[src/design/chgsup_defines.vh]
`ifndef CHGSUP_DEFINES_VH
`define CHGSUP_DEFINES_VH
// register offsets (byte addresses, one word each)
`define CHGSUP_REG_CTRL 8'h00
`define CHGSUP_REG_DCHG1 8'h04
`define CHGSUP_REG_DCHG2 8'h08
`define CHGSUP_REG_WDOG 8'h0C
`define CHGSUP_REG_STATUS 8'h10
`define CHGSUP_REG_CHGSET 8'h14
// control fields
`define CHGSUP_CTRL_LPSEL 0
`define CHGSUP_CTRL_THR_LP 1
`define CHGSUP_CTRL_IBUF 2
`define CHGSUP_CTRL_TRIG1 3
`define CHGSUP_CTRL_TRIG2 4
`define CHGSUP_CTRL_RST 32'h0000_0001
// discharge fields
`define CHGSUP_TH1_HI 7
`define CHGSUP_TH1_LO 2
`define CHGSUP_TH2_HI 5
`define CHGSUP_TH2_LO 3
`define CHGSUP_DCHG1_RST 32'h0000_0000
`define CHGSUP_DCHG2_RST 32'h0000_0000
// watchdog field
`define CHGSUP_WD_HI 6
`define CHGSUP_WD_LO 5
`define CHGSUP_WDOG_RST 32'h0000_0020
// timing, in the unit named
`define CHGSUP_CLK_KHZ 20000
`define CHGSUP_T_POR_MS 5
`define CHGSUP_T_WD1_MS 5500
`define CHGSUP_T_WD2_MS 88000
`define CHGSUP_T_WD3_MS 175000
`define CHGSUP_T_WDDEG_MS 10
`define CHGSUP_T_TOUT_MS 25
`define CHGSUP_T_TOUTMAX_MS 35
`define CHGSUP_T_DEG_US 100
`endif

[src/design/chgsup_top.v]
// Overview of operation
// - start reset when either supply is released
// - registers to defaults 5 ms after valid
// - host access opens 5 ms later
// - bus power: regulator on, indicator, present flag
// - latch input voltage and current limits
// - cell count loads defaults, then converter
// - battery only: low power, regulator off
// - low power throttle only when enabled
// - battery only: watch bus, serial ready
// - clearing low power enters performance mode
// - battery current buffer follows enable bit
// - threshold one bits 7:2, two percentage 5:3
// - separate deglitch per discharge level
// - level one trips throttle after deglitch
// - counters clear below threshold, level two
// - tripped level sets its status bit
// - watchdog period select bits 6:5
// - watchdog reset deglitched at least 10 ms
// - clock low past timeout resets serial
// - device never stretches the clock
// - indicator only when bus good, no fault
// - source lost swaps to source mode at once
//
// Added by the designer: the register addresses and strobed register access.
`include "chgsup_defines.vh"
`timescale 1ns/1ns
`default_nettype none
module chgsup_top #(
   parameter CLK_KHZ = `CHGSUP_CLK_KHZ,
   parameter POR_CYC = `CHGSUP_T_POR_MS * `CHGSUP_CLK_KHZ,
   parameter WD1_CYC = `CHGSUP_T_WD1_MS * `CHGSUP_CLK_KHZ,
   parameter WD2_CYC = `CHGSUP_T_WD2_MS * `CHGSUP_CLK_KHZ,
   parameter WD3_CYC = `CHGSUP_T_WD3_MS * `CHGSUP_CLK_KHZ,
   parameter WDDEG_CYC = `CHGSUP_T_WDDEG_MS * `CHGSUP_CLK_KHZ,
   parameter TOUT_CYC = `CHGSUP_T_TOUT_MS * `CHGSUP_CLK_KHZ,
   parameter DEG_UNIT_CYC = `CHGSUP_T_DEG_US * `CHGSUP_CLK_KHZ / 1000
) (
   // clock and reset
   input wire clk,
   input wire rst_n,
   // register port
   input wire [7:0] addr,
   input wire [31:0] wdata,
   input wire wr_stb,
   input wire rd_stb,
   output reg [31:0] rdata,
   // supply comparators (asynchronous)
   input wire input_release,
   input wire battery_release,
   input wire converter_enable_ok,
   input wire below_ovp_fall,
   input wire fault_any,
   input wire force_conv_off,
   input wire source_lost,
   input wire serial_clock_in,
   input wire wd_reset_in,
   // analog measurements, already digitised
   input wire [7:0] input_voltage_meas,
   input wire [7:0] current_limit_pin,
   input wire [2:0] cell_count_pin,
   input wire [5:0] discharge_current,
   input wire comparator_throttle,
   // outputs
   output reg gate_drive_regulator,
   output reg adapter_good_indicator_o,
   output reg adapter_good_indicator_oe,
   output reg processor_throttle_output,
   output reg battery_current_buffer_on,
   output reg converter_on,
   output reg source_mode,
   output reg present_monitor_on,
   output reg serial_ready,
   output reg serial_reset,
   output reg [7:0] input_voltage_limit,
   output reg [7:0] input_current_limit,
   output reg [2:0] cell_count
);
   localparam S_OFF = 5'b00001;
   localparam S_WAIT_RST = 5'b00010;
   localparam S_WAIT_ACC = 5'b00100;
   localparam S_QUAL = 5'b01000;
   localparam S_RUN = 5'b10000;

   // two-flop synchronisers for all asynchronous levels
   // levels only: a pulse shorter than one cycle may be missed
   localparam NS = 9;
   wire [NS-1:0] raw_in = {wd_reset_in, serial_clock_in, source_lost, force_conv_off,
      fault_any, below_ovp_fall, converter_enable_ok, battery_release, input_release};
   reg [NS-1:0] meta_q;
   reg [NS-1:0] sync_q;
   always @(posedge clk) begin
      if (!rst_n) begin
         meta_q <= {NS{1'b0}};
         sync_q <= {NS{1'b0}};
      end else begin
         meta_q <= raw_in;
         sync_q <= meta_q;
      end
   end
   wire bus_ok = sync_q[0];
   wire bat_ok = sync_q[1];
   wire conv_ok = sync_q[2];
   wire ovp_ok = sync_q[3];
   wire flt = sync_q[4];
   wire foff = sync_q[5];
   wire lost = sync_q[6];
   wire scl_s = sync_q[7];
   wire wdr_s = sync_q[8];

   // threshold two as eighths of threshold one, select 0..7 -> (sel+1)/8
   function [5:0] pct_of;
      input [5:0] th;
      input [2:0] sel;
      reg [8:0] p;
      begin
         p = th * ({1'b0, sel} + 4'h1);
         pct_of = p[8:3];
      end
   endfunction

   // cell count from the pin code; a removed battery loads one-cell defaults
   function [2:0] cell_code;
      input [2:0] pin;
      begin
         case (pin)
            3'h0: cell_code = 3'h1;
            3'h6: cell_code = 3'h5;
            3'h7: cell_code = 3'h5;
            default: cell_code = pin;
         endcase
      end
   endfunction

   reg [4:0] st_q;
   reg [31:0] tmr_q;
   reg [31:0] ctrl_q, dchg1_q, dchg2_q, wdog_q;
   reg from_bus_q;
   reg [7:0] chgset_q;
   reg lvl1_flag_q, lvl2_flag_q;
   reg dflt_ok_q, present_q;
   reg [31:0] wd_cnt_q, wddeg_q, scl_cnt_q;
   wire access_ok = (st_q == S_QUAL) || (st_q == S_RUN);
   // writes before access opens are dropped, reads return zero
   wire wr = wr_stb && access_ok;
   wire wd_expire;
   wire soft_rst = (st_q == S_WAIT_RST) && (tmr_q == POR_CYC - 1);
   wire [5:0] th1 = dchg1_q[`CHGSUP_TH1_HI:`CHGSUP_TH1_LO];
   wire [5:0] th2 = pct_of(th1, dchg2_q[`CHGSUP_TH2_HI:`CHGSUP_TH2_LO]);
   wire qual = access_ok && bus_ok && !dflt_ok_q;

   // power-up sequencer
   always @(posedge clk) begin
      if (!rst_n) begin
         st_q <= S_OFF;
         tmr_q <= 32'h0000_0000;
         from_bus_q <= 1'b0;
      end else begin
         case (st_q)
            S_OFF: begin
               tmr_q <= 32'h0000_0000;
               if (bus_ok || bat_ok) begin
                  st_q <= S_WAIT_RST;
                  from_bus_q <= bus_ok;
               end
            end
            // one timer spans both waits and is cleared between them
            S_WAIT_RST: begin
               tmr_q <= soft_rst ? 32'h0000_0000 : tmr_q + 32'h0000_0001;
               if (soft_rst)
                  st_q <= S_WAIT_ACC;
            end
            S_WAIT_ACC: begin
               tmr_q <= tmr_q + 32'h0000_0001;
               if (tmr_q == POR_CYC - 1)
                  st_q <= S_QUAL;
            end
            S_QUAL: begin
               st_q <= S_RUN;
            end
            S_RUN: begin
               if (!bus_ok && !bat_ok)
                  st_q <= S_OFF;
               else if (bus_ok)
                  from_bus_q <= 1'b1;
            end
            default: st_q <= S_OFF;
         endcase
      end
   end

   // register file
   always @(posedge clk) begin
      if (!rst_n || soft_rst || wd_expire) begin
         ctrl_q <= `CHGSUP_CTRL_RST;
         dchg1_q <= `CHGSUP_DCHG1_RST;
         dchg2_q <= `CHGSUP_DCHG2_RST;
         // period kept across expiry so the host setting survives it
         if (!rst_n || soft_rst)
            wdog_q <= `CHGSUP_WDOG_RST;
      end else if (wr) begin
         case (addr)
            `CHGSUP_REG_CTRL: ctrl_q <= {27'h0, wdata[4:0]};
            `CHGSUP_REG_DCHG1: dchg1_q <= {24'h0, wdata[7:2], 2'h0};
            `CHGSUP_REG_DCHG2: dchg2_q <= {16'h0, wdata[15:8], 2'h0, wdata[5:3], 3'h0};
            `CHGSUP_REG_WDOG: wdog_q <= {25'h0, wdata[6:5], 5'h0};
            default: ;
         endcase
      end
   end

   // status flags: trip sets, write of one clears, set wins
   wire trip1, trip2;
   wire clr_stat = wr && (addr == `CHGSUP_REG_STATUS);
   always @(posedge clk) begin
      if (!rst_n || soft_rst) begin
         lvl1_flag_q <= 1'b0;
         lvl2_flag_q <= 1'b0;
      end else begin
         lvl1_flag_q <= trip1 | (lvl1_flag_q & ~(clr_stat & wdata[0]));
         lvl2_flag_q <= trip2 | (lvl2_flag_q & ~(clr_stat & wdata[1]));
      end
   end

   // read-only status view of flags and live state
   wire [31:0] status_word = {27'h0, source_mode, processor_throttle_output, present_q,
      lvl2_flag_q, lvl1_flag_q};

   always @(posedge clk) begin
      if (!rst_n) begin
         rdata <= 32'h0000_0000;
      end else if (rd_stb) begin
         if (!access_ok)
            rdata <= 32'h0000_0000;
         else case (addr)
            `CHGSUP_REG_CTRL: rdata <= ctrl_q;
            `CHGSUP_REG_DCHG1: rdata <= dchg1_q;
            `CHGSUP_REG_DCHG2: rdata <= dchg2_q;
            `CHGSUP_REG_WDOG: rdata <= wdog_q;
            `CHGSUP_REG_STATUS: rdata <= status_word;
            `CHGSUP_REG_CHGSET: rdata <= {24'h0, chgset_q};
            default: rdata <= 32'h0000_0000;
         endcase
      end
   end

   // discharge deglitch, one counter per level
   wire [1:0] above = {discharge_current > th2, discharge_current > th1};
   wire [1:0] en = {ctrl_q[`CHGSUP_CTRL_TRIG2], ctrl_q[`CHGSUP_CTRL_TRIG1]};
   wire [7:0] deg_sel [0:1];
   assign deg_sel[0] = dchg1_q[15:8];
   assign deg_sel[1] = dchg2_q[15:8];
   wire [1:0] trip;
   genvar g;
   generate
      for (g = 0; g < 2; g = g + 1) begin : g_lvl
         // counter stops one past its limit so a long event cannot wrap
         reg [31:0] cnt_q;
         wire [31:0] lim = ({24'h0, deg_sel[g]} + 32'h1) * DEG_UNIT_CYC;
         always @(posedge clk) begin
            if (!rst_n || !above[g] || !en[g])
               cnt_q <= 32'h0000_0000;
            else if (cnt_q <= lim)
               cnt_q <= cnt_q + 32'h0000_0001;
         end
         assign trip[g] = cnt_q > lim;
      end
   endgenerate
   assign trip1 = trip[0];
   assign trip2 = trip[1];

   // host watchdog and its reset deglitch
   reg [31:0] wd_lim;
   always @* begin
      case (wdog_q[`CHGSUP_WD_HI:`CHGSUP_WD_LO])
         2'b01: wd_lim = WD1_CYC;
         2'b10: wd_lim = WD2_CYC;
         2'b11: wd_lim = WD3_CYC;
         default: wd_lim = 32'h0000_0000;
      endcase
   end
   wire wd_on = (wd_lim != 32'h0000_0000) && (st_q == S_RUN);
   // a held reset input keeps the count at zero
   wire wdr_ok = wddeg_q >= WDDEG_CYC;
   assign wd_expire = wd_on && (wd_cnt_q >= wd_lim - 1);
   always @(posedge clk) begin
      if (!rst_n) begin
         wd_cnt_q <= 32'h0000_0000;
         wddeg_q <= 32'h0000_0000;
      end else begin
         wddeg_q <= !wdr_s ? 32'h0000_0000 : (wdr_ok ? wddeg_q : wddeg_q + 32'h0000_0001);
         if (!wd_on || wr || wd_expire || wdr_ok)
            wd_cnt_q <= 32'h0000_0000;
         else
            wd_cnt_q <= wd_cnt_q + 32'h0000_0001;
      end
   end

   // serial clock low timeout; device itself never holds the clock low
   always @(posedge clk) begin
      if (!rst_n) begin
         scl_cnt_q <= 32'h0000_0000;
         serial_reset <= 1'b0;
      end else begin
         scl_cnt_q <= scl_s ? 32'h0000_0000 :
            (scl_cnt_q > TOUT_CYC ? scl_cnt_q : scl_cnt_q + 32'h0000_0001);
         serial_reset <= !scl_s && (scl_cnt_q == TOUT_CYC);
      end
   end

   // bus qualification: limits and cell defaults land before the converter starts
   always @(posedge clk) begin
      if (!rst_n || !bus_ok || st_q == S_OFF)
         dflt_ok_q <= 1'b0;
      else if (qual)
         dflt_ok_q <= 1'b1;
   end

   // adapter present flag once the part runs from the bus
   always @(posedge clk) begin
      if (!rst_n || soft_rst)
         present_q <= 1'b0;
      else
         present_q <= from_bus_q && bus_ok;
   end

   // power path outputs
   wire lp = ctrl_q[`CHGSUP_CTRL_LPSEL];
   // in low power with no bus only the comparator path may throttle
   wire lp_only = lp && !bus_ok;
   wire thr_lp = ctrl_q[`CHGSUP_CTRL_THR_LP] && comparator_throttle;
   wire thr_dchg = trip1 || trip2;

   always @(posedge clk) begin
      if (!rst_n) begin
         gate_drive_regulator <= 1'b0;
         adapter_good_indicator_o <= 1'b0;
         adapter_good_indicator_oe <= 1'b0;
         processor_throttle_output <= 1'b0;
         battery_current_buffer_on <= 1'b0;
         converter_on <= 1'b0;
         source_mode <= 1'b0;
         present_monitor_on <= 1'b0;
         serial_ready <= 1'b0;
         input_voltage_limit <= 8'h00;
         input_current_limit <= 8'h00;
         cell_count <= 3'h0;
         chgset_q <= 8'h00;
      end else begin
         // performance mode keeps the regulator up even on battery
         gate_drive_regulator <= (st_q != S_OFF) && (bus_ok || !lp);
         adapter_good_indicator_o <= 1'b0;
         // open drain, released means high
         adapter_good_indicator_oe <= !(bus_ok && conv_ok && ovp_ok && !flt && !foff);
         processor_throttle_output <= lp_only ? thr_lp : thr_dchg;
         battery_current_buffer_on <= ctrl_q[`CHGSUP_CTRL_IBUF];
         // the bus comparator only matters while the bus is absent
         present_monitor_on <= (st_q != S_OFF) && !bus_ok;
         serial_ready <= access_ok;
         if (qual) begin
            input_voltage_limit <= input_voltage_meas;
            input_current_limit <= current_limit_pin;
            cell_count <= cell_code(cell_count_pin);
            chgset_q <= {5'h0, cell_code(cell_count_pin)};
         end
         converter_on <= (st_q == S_RUN) && from_bus_q && bus_ok && !foff && dflt_ok_q;
         // latched: a returning bus does not drop the source role by itself
         if (st_q != S_RUN)
            source_mode <= 1'b0;
         else if (lost && from_bus_q)
            source_mode <= 1'b1;
      end
   end
endmodule // chgsup_top
`default_nettype wire

[config.mk]
export PLATFORM = sky130hd
export DESIGN_NAME = chgsup_top
export DESIGN_NICKNAME = d
export VERILOG_FILES = /design/src/design/chgsup_top.v
export VERILOG_INCLUDE_DIRS = /design/src /design/src/design
export SDC_FILE = /design/constraint.sdc
export NUM_CORES = 1
export LEC_CHECK = 0
export ABC_AREA = 1
export BUFFER_PORTS_ARGS = -buffer_cell sky130_fd_sc_hd__buf_2
export CORE_ASPECT_RATIO = 1.5
export CORE_UTILIZATION = 41
export CTS_CLUSTER_DIAMETER = 150
export DETAILED_ROUTE_END_ITERATION = 8
export GPL_ROUTABILITY_DRIVEN = 0
export HOLD_SLACK_MARGIN = 0.12
export PLACE_DENSITY = 0.56
export SYNTH_ARGS = -nofsm -noshare
export SYNTH_HDL_FRONTEND = slang
export SYNTH_SLANG_ARGS = --single-unit
[constraint.sdc]
create_clock -name clk -period 6.9 [get_ports clk]
set_input_delay 1.38 -clock clk [delete_from_list [all_inputs] [get_ports clk]]
set_output_delay 1.38 -clock clk [all_outputs]
set_load 0.02 [all_outputs]
* Yosys cells after proc, flatten, opt, wreduce, memory -nomap -nowiden
Index checks and enable logic that the tools add are counted.
W data, S select, Z words.
** Storage, ports and cells
- Input bits :: 79
- Output and inout port bits :: 61
- Logic and storage cells :: 176
- Register bits after elaboration :: 334
** Cells by class
- Add/subtract/negate cells :: 9
- Mux-type cells :: 20
- Reductions and logical operators :: 70
- Eq/ne operators :: 26
- Multipliers :: 2
- Order comparisons :: 9
- Bitwise logic cells :: 9
** Operators with widths (number)
- $add A32 B1 Y32 const B :: 6
- $mux W32 :: 6
- $pmux W32 S3 :: 2
- $pmux W32 S6 :: 1
- $eq A32 B17 Y1 const B :: 1
- $eq A32 B19 Y1 const B :: 1
- $ge A32 B18 Y1 const B :: 1
- $ge A32 B32 Y1 :: 1
- $gt A32 B11 Y1 const B :: 1
- $gt A32 B19 Y1 const B :: 1
- $gt A32 B20 Y1 :: 1
- $le A32 B11 Y1 const B :: 1
- $le A32 B20 Y1 :: 1
- $reduce_bool A32 Y1 :: 1
- $sub A32 B1 Y32 const B :: 1
- $pmux W5 S5 :: 1
- $logic_and A1 B1 Y1 :: 23
- $mux W5 :: 4
- $eq A8 B4 Y1 const B :: 2
- $eq A8 B5 Y1 const B :: 2
- $mul A9 B7 Y16 const B :: 1
- $logic_or A1 B1 Y1 :: 15
- $logic_not A1 Y1 :: 14
- $gt A6 B6 Y1 :: 2
- 30 further kinds :: 55

* Longest topological paths before layout
- Word-level depth :: 9
- Gate-level depth with buffers :: 35
- Gate-level depth less buffers :: 34

* Worst setup path after synthesis
OpenSTA, ideal clock, no wires.
- Path kind :: flip-flop to flip-flop
- From :: register dchg2_q[8]
- To :: register g_lvl[1].cnt_q[19]
- Required time :: 6768 ps
- Period minus slack after synthesis :: 5510 ps
- Data arrival time :: 5377 ps
- Setup slack :: 1390 ps
- Setup time :: 132 ps
- Stages on the path, launching flop included :: 29
- Path buffers :: 2
- Cell sequence :: dfxtp_1 -> buf_2 -> nand2_1 -> nor2_2 -> xor2_1 -> inv_1 -> fa_1 -> fa_1 -> fa_1 -> fa_1 -> inv_1 -> ha_1 -> a21oi_1 -> o21ai_0 -> nor2_1 -> o21ai_0 -> xnor2_1 -> ha_1 -> nand2_1 -> nor2_1 -> and2_1 -> nand2_1 -> nand3_1 -> nand2_1 -> nand2_1 -> nand2_1 -> buf_2 -> nand2_1 -> a21oi_1
** Between the ends
- Word-level cells in the longest chain between the ends :: 3
** Ends and longest elaborated chain
- start: declaration :: line chgsup_top.v:137 : reg [31:0] ctrl_q, dchg1_q, dchg2_q, wdog_q;
- start signal: assignment :: line chgsup_top.v:197 : dchg2_q <= `CHGSUP_DCHG2_RST;
- start signal: assignment :: line chgsup_top.v:205 : `CHGSUP_REG_DCHG2: dchg2_q <= {16'h0, wdata[15:8], 2'h0, wdata[5:3], 3'h0};
- $add A8 B1 Y9 :: line chgsup_top.v:259 : wire [31:0] lim = ({24'h0, deg_sel[g]} + 32'h1) * DEG_UNIT_CYC;
- $mul A9 B7 Y16 :: line chgsup_top.v:259
- $le A32 B20 Y1 :: line chgsup_top.v:263 : else if (cnt_q <= lim)
- end signal: assignment :: line chgsup_top.v:264 : cnt_q <= cnt_q + 32'h0000_0001;
- end: declaration :: line chgsup_top.v:258 : reg [31:0] cnt_q;
Every way passes these cells.
A chain may end at the register's enable or synchronous reset.

* Worst setup path after layout
- From :: register dchg2_q[8]
- To :: register g_lvl[1].cnt_q[1]
Same word-level chain as after synthesis.

==> flow_metrics.env <==
export IMPL_rsz0062_at_grt="false"
export IMPL_post_route_drc_count=0
export IMPL_cts_buffers=31
export IMPL_pwr_share_clk_pct=48.9
export IMPL_synth_fa_ha_area_share_pct=11.64
export IMPL_max_stage_delay_ns=0.51
export IMPL_internal_power_mw=2.925
export IMPL_grt_met1_usage_pct=21.57
export IMPL_hold_end="sync_q[1]"
export IMPL_initial_core_util_pct=41.83
export IMPL_fmax_mhz=159.7
export IMPL_cts_setup_buffers=0
export IMPL_root_buffer="clkbuf_16"
export IMPL_drt_initial_drc_count=596
export IMPL_yosysUniqueCellTypes=58
export IMPL_netlist_area_mm2=0.01696
export IMPL_synth_compound_area_share_pct=7.872
export IMPL_finalSetupViolations=0
export IMPL_slowest_stage="fa_1"
export IMPL_synth_top_family_by_area="simple AND/OR/NAND/NOR gates"
export IMPL_numClockSinks=288
export IMPL_min_path_cells=2
export IMPL_clk_latency_ns=0.58
export IMPL_path_depth=30
export IMPL_cp_num_buf_inv=6
export IMPL_slew_violations=0
export IMPL_first_global_vias=13950
export IMPL_dieHeight_um=251.1
export IMPL_combPwrFrac_pct=7.0
export IMPL_post_route_util_pct=46.82
export IMPL_critPathLaunchType="register"
export IMPL_area_growth_synth_to_final_pct=11.93
export IMPL_pwr_share_seq_pct=44.1
export IMPL_reg2reg_depth=30
export IMPL_period_needed_ns=6.262
export IMPL_final_setup_skew_ns=0.02683
export IMPL_cp_startpoint="dchg2_q[8]"
export IMPL_grt_use_met3_pct=2.991
export IMPL_grt_usage_pct=19.26
export IMPL_critPathMaxFanout=22
export IMPL_power_density_mw_per_mm2=203.6
export IMPL_busiest_layer="met2"
export IMPL_r2r_end="g_lvl[1].cnt_q[1]"
export IMPL_wl_per_cell_um=13.52
export IMPL_max_cap_viol_count=0
export IMPL_worstHoldPathType="reg -> reg"
export IMPL_antenna_found_initial=2
export IMPL_ctsHoldBuffers=0
export IMPL_leakage_nw=8.100
export IMPL_critPathCaptureType="register"
export IMPL_worstSetupPathType="reg -> reg"
export IMPL_io_pins=140
export IMPL_cts_max_path_buffers=3
export IMPL_syn_inst=2343
export IMPL_drive_gt1_share_pct=11.41
export IMPL_std_cell_rows=90
export IMPL_die_w_um=168.1
export IMPL_cp_arrival_ns=6.72
export IMPL_viasPerCell=4.932
export IMPL_r2r_start="dchg2_q[8]"
export IMPL_synth_xor_area_share_pct=4.943
export IMPL_ys_warnings_count=0
export IMPL_gr_usage_met2_pct=37.04
export IMPL_grt_start_max_net_pins=38
export IMPL_r2r_setup_slack_ns=0.64
export IMPL_required_ns=7.36
export IMPL_coreArea_mm2=0.04054
export IMPL_p_sw_mw=0.9401
export IMPL_synthSimpleGateAreaFrac_pct=30.32
export IMPL_finalCritPeriodShare_pct=90.76
export IMPL_outcome="complete, no violations"
export IMPL_vias=14640
export IMPL_tightestPinTransition_ns=0.8357
export IMPL_dr_pass1_iters=5
export IMPL_nets=2658
export IMPL_post_cts_resized=0
export IMPL_hold_start="meta_q[1]"
export IMPL_grt_remaining_overflow=0
export IMPL_relSlewSlack_pct=44.22
export IMPL_hold_violations=0
export IMPL_p_sw_share_pct=24.32
export IMPL_num_antenna_cells=0
export IMPL_wl_um=40150
export IMPL_ant_nets=0
export IMPL_numPortBuffers=106
export IMPL_cp_top_family="adder cells"
export IMPL_cts_htree_levels=1
export IMPL_vdd_drop_max_mv=0.1873
export IMPL_synthMuxAreaShare_pct=0
export IMPL_hpwl_um=31000
export IMPL_cts_tree="built"
export IMPL_path_clk_slew_ns=0.06
export IMPL_fin_tns_setup_ns=0
export IMPL_avgSynthCellArea_um2=7.238
export IMPL_grt_pass1_wl_um=67080
export IMPL_ys_ff_latch=288
export IMPL_die_area_mm2=0.04220
export IMPL_ys_seq_area_share_pct=34.12
-- Yosys cell counts, drive strengths merged --
master   count  area share, %
nand2      450             10
inv        379            8.4
nor2       358            8.8
dfxtp      286             34
nand3      166            5.5
a21oi      131            3.9
ha         113            8.3
o21ai       75            2.3
nor3        65            2.2
xor2        64            3.4
nand4       60            2.5
buf         49            2.2
xnor2       30            1.5
fa          28            3.3
clkbuf      20           0.45
o211ai      10           0.44
a31oi        8           0.38
nor4         8           0.30
nor3b        6           0.27
a21o         5           0.22
or2          5           0.18
nand3b       4           0.18
o21bai       4           0.18
o2111ai      3           0.15
and3         2          0.074
clkinv       2          0.044
edfxtp       2           0.35
o21a         2          0.089
a211oi       1          0.044
a21boi       1          0.044
a31o         1          0.052
a32oi        1          0.052
and2         1          0.037
conb         1          0.022
o221ai       1          0.052
o22ai        1          0.037
-- worst min-delay path, stage by stage (launching register included) --
cell	delay (ns)
dfxtp_1	0.31
nand2_1	0.05
inv_1	0.04
-- sequential cells by signal, indices dropped and copies added, names as in the netlist, 2 cells and up --
signal and count:
input_current_limit 8, wddeg_q 32, wdog_q 2, st_q 5
dchg1_q 6, sync_q 9, wd_cnt_q 32, tmr_q 32
g_lvl.cnt_q 64, rdata 16, meta_q 9, cell_count 3
dchg2_q 11, scl_cnt_q 32, ctrl_q 5, input_voltage_limit 8
-- cells in the final DEF, fill, tap and decap left out, types with 62 or more instances in the layout --
master,synthesis,final
nand2_1,435,435
inv_1,358,358
nor2_1,315,315
dfxtp_1,286,286
nand3_1,156,156
a21oi_1,131,131
ha_1,113,113
buf_2,14,106
o21ai_0,64,64
xor2_1,62,62
-- stage by stage --
stage	hold WS, ns	cell area (um2)	cells	setup slack, ns	total power, mW
final	0.4043	18980	2969	0.6378	3.866
after global routing	0.4249	18980	2969	0.1337	4.017
after CTS	0.4046	18980	2969	0.5910	3.919
after detailed placement	0.3999	17800	2911	0.5938	2.015
after global placement	0.3966	17800	2911	0.7316	2.013
after floorplan	0.3905	17020	2360	1.390	1.948
-- cell type report --
cell class,count,area (um2)
inverter,381,1438
multi-input combinational,1622,9356
timing repair buffer,114,590.6
clock buffer,37,870.8
sequential,288,5786
fill,4042,21560
tap,506,633.1
clock inverter,21,307.8
-- how the worst max path moves through the flow --
stage | end | slack, ns
CTS | g_lvl[1].cnt_q[0] | 0.59
global placement | g_lvl[1].cnt_q[1] | 0.73
floorplan | g_lvl[1].cnt_q[19] | 1.39
detailed placement | g_lvl[1].cnt_q[1] | 0.59
finish | g_lvl[1].cnt_q[1] | 0.64
global route | g_lvl[1].cnt_q[1] | 0.13
-- per-layer routing --
metal / share of wire (%) / up-vias
li1: - / 7600
met1: 42 / 6737
met2: 52 / 234
met3: 4.3 / 67
met4: 2.2 / 4
met5: 0.065 / -
-- power groups by stage --
stage	sequential, mW	clock, mW	combinational, mW
floorplan	1.74	0	0.206
global placement	1.74	0	0.272
detailed placement	1.74	0	0.274
CTS	1.70	1.94	0.274
global route	1.71	2.01	0.299
finish	1.71	1.89	0.270
-- kinds of logic (layout without fill, tap and decap cells) --
group / after synthesis / in the layout
and+or+nand+nor: 1125 / 1125
buffers and inverters: 450 / 553
DFF: 288 / 288
AOI/OAI and AO/OA: 244 / 244
adders and majority gates: 141 / 141
xor gates and xnor gates: 94 / 94
other: 1 / 18
No activity file was read; power rests on OpenSTA's default activity.
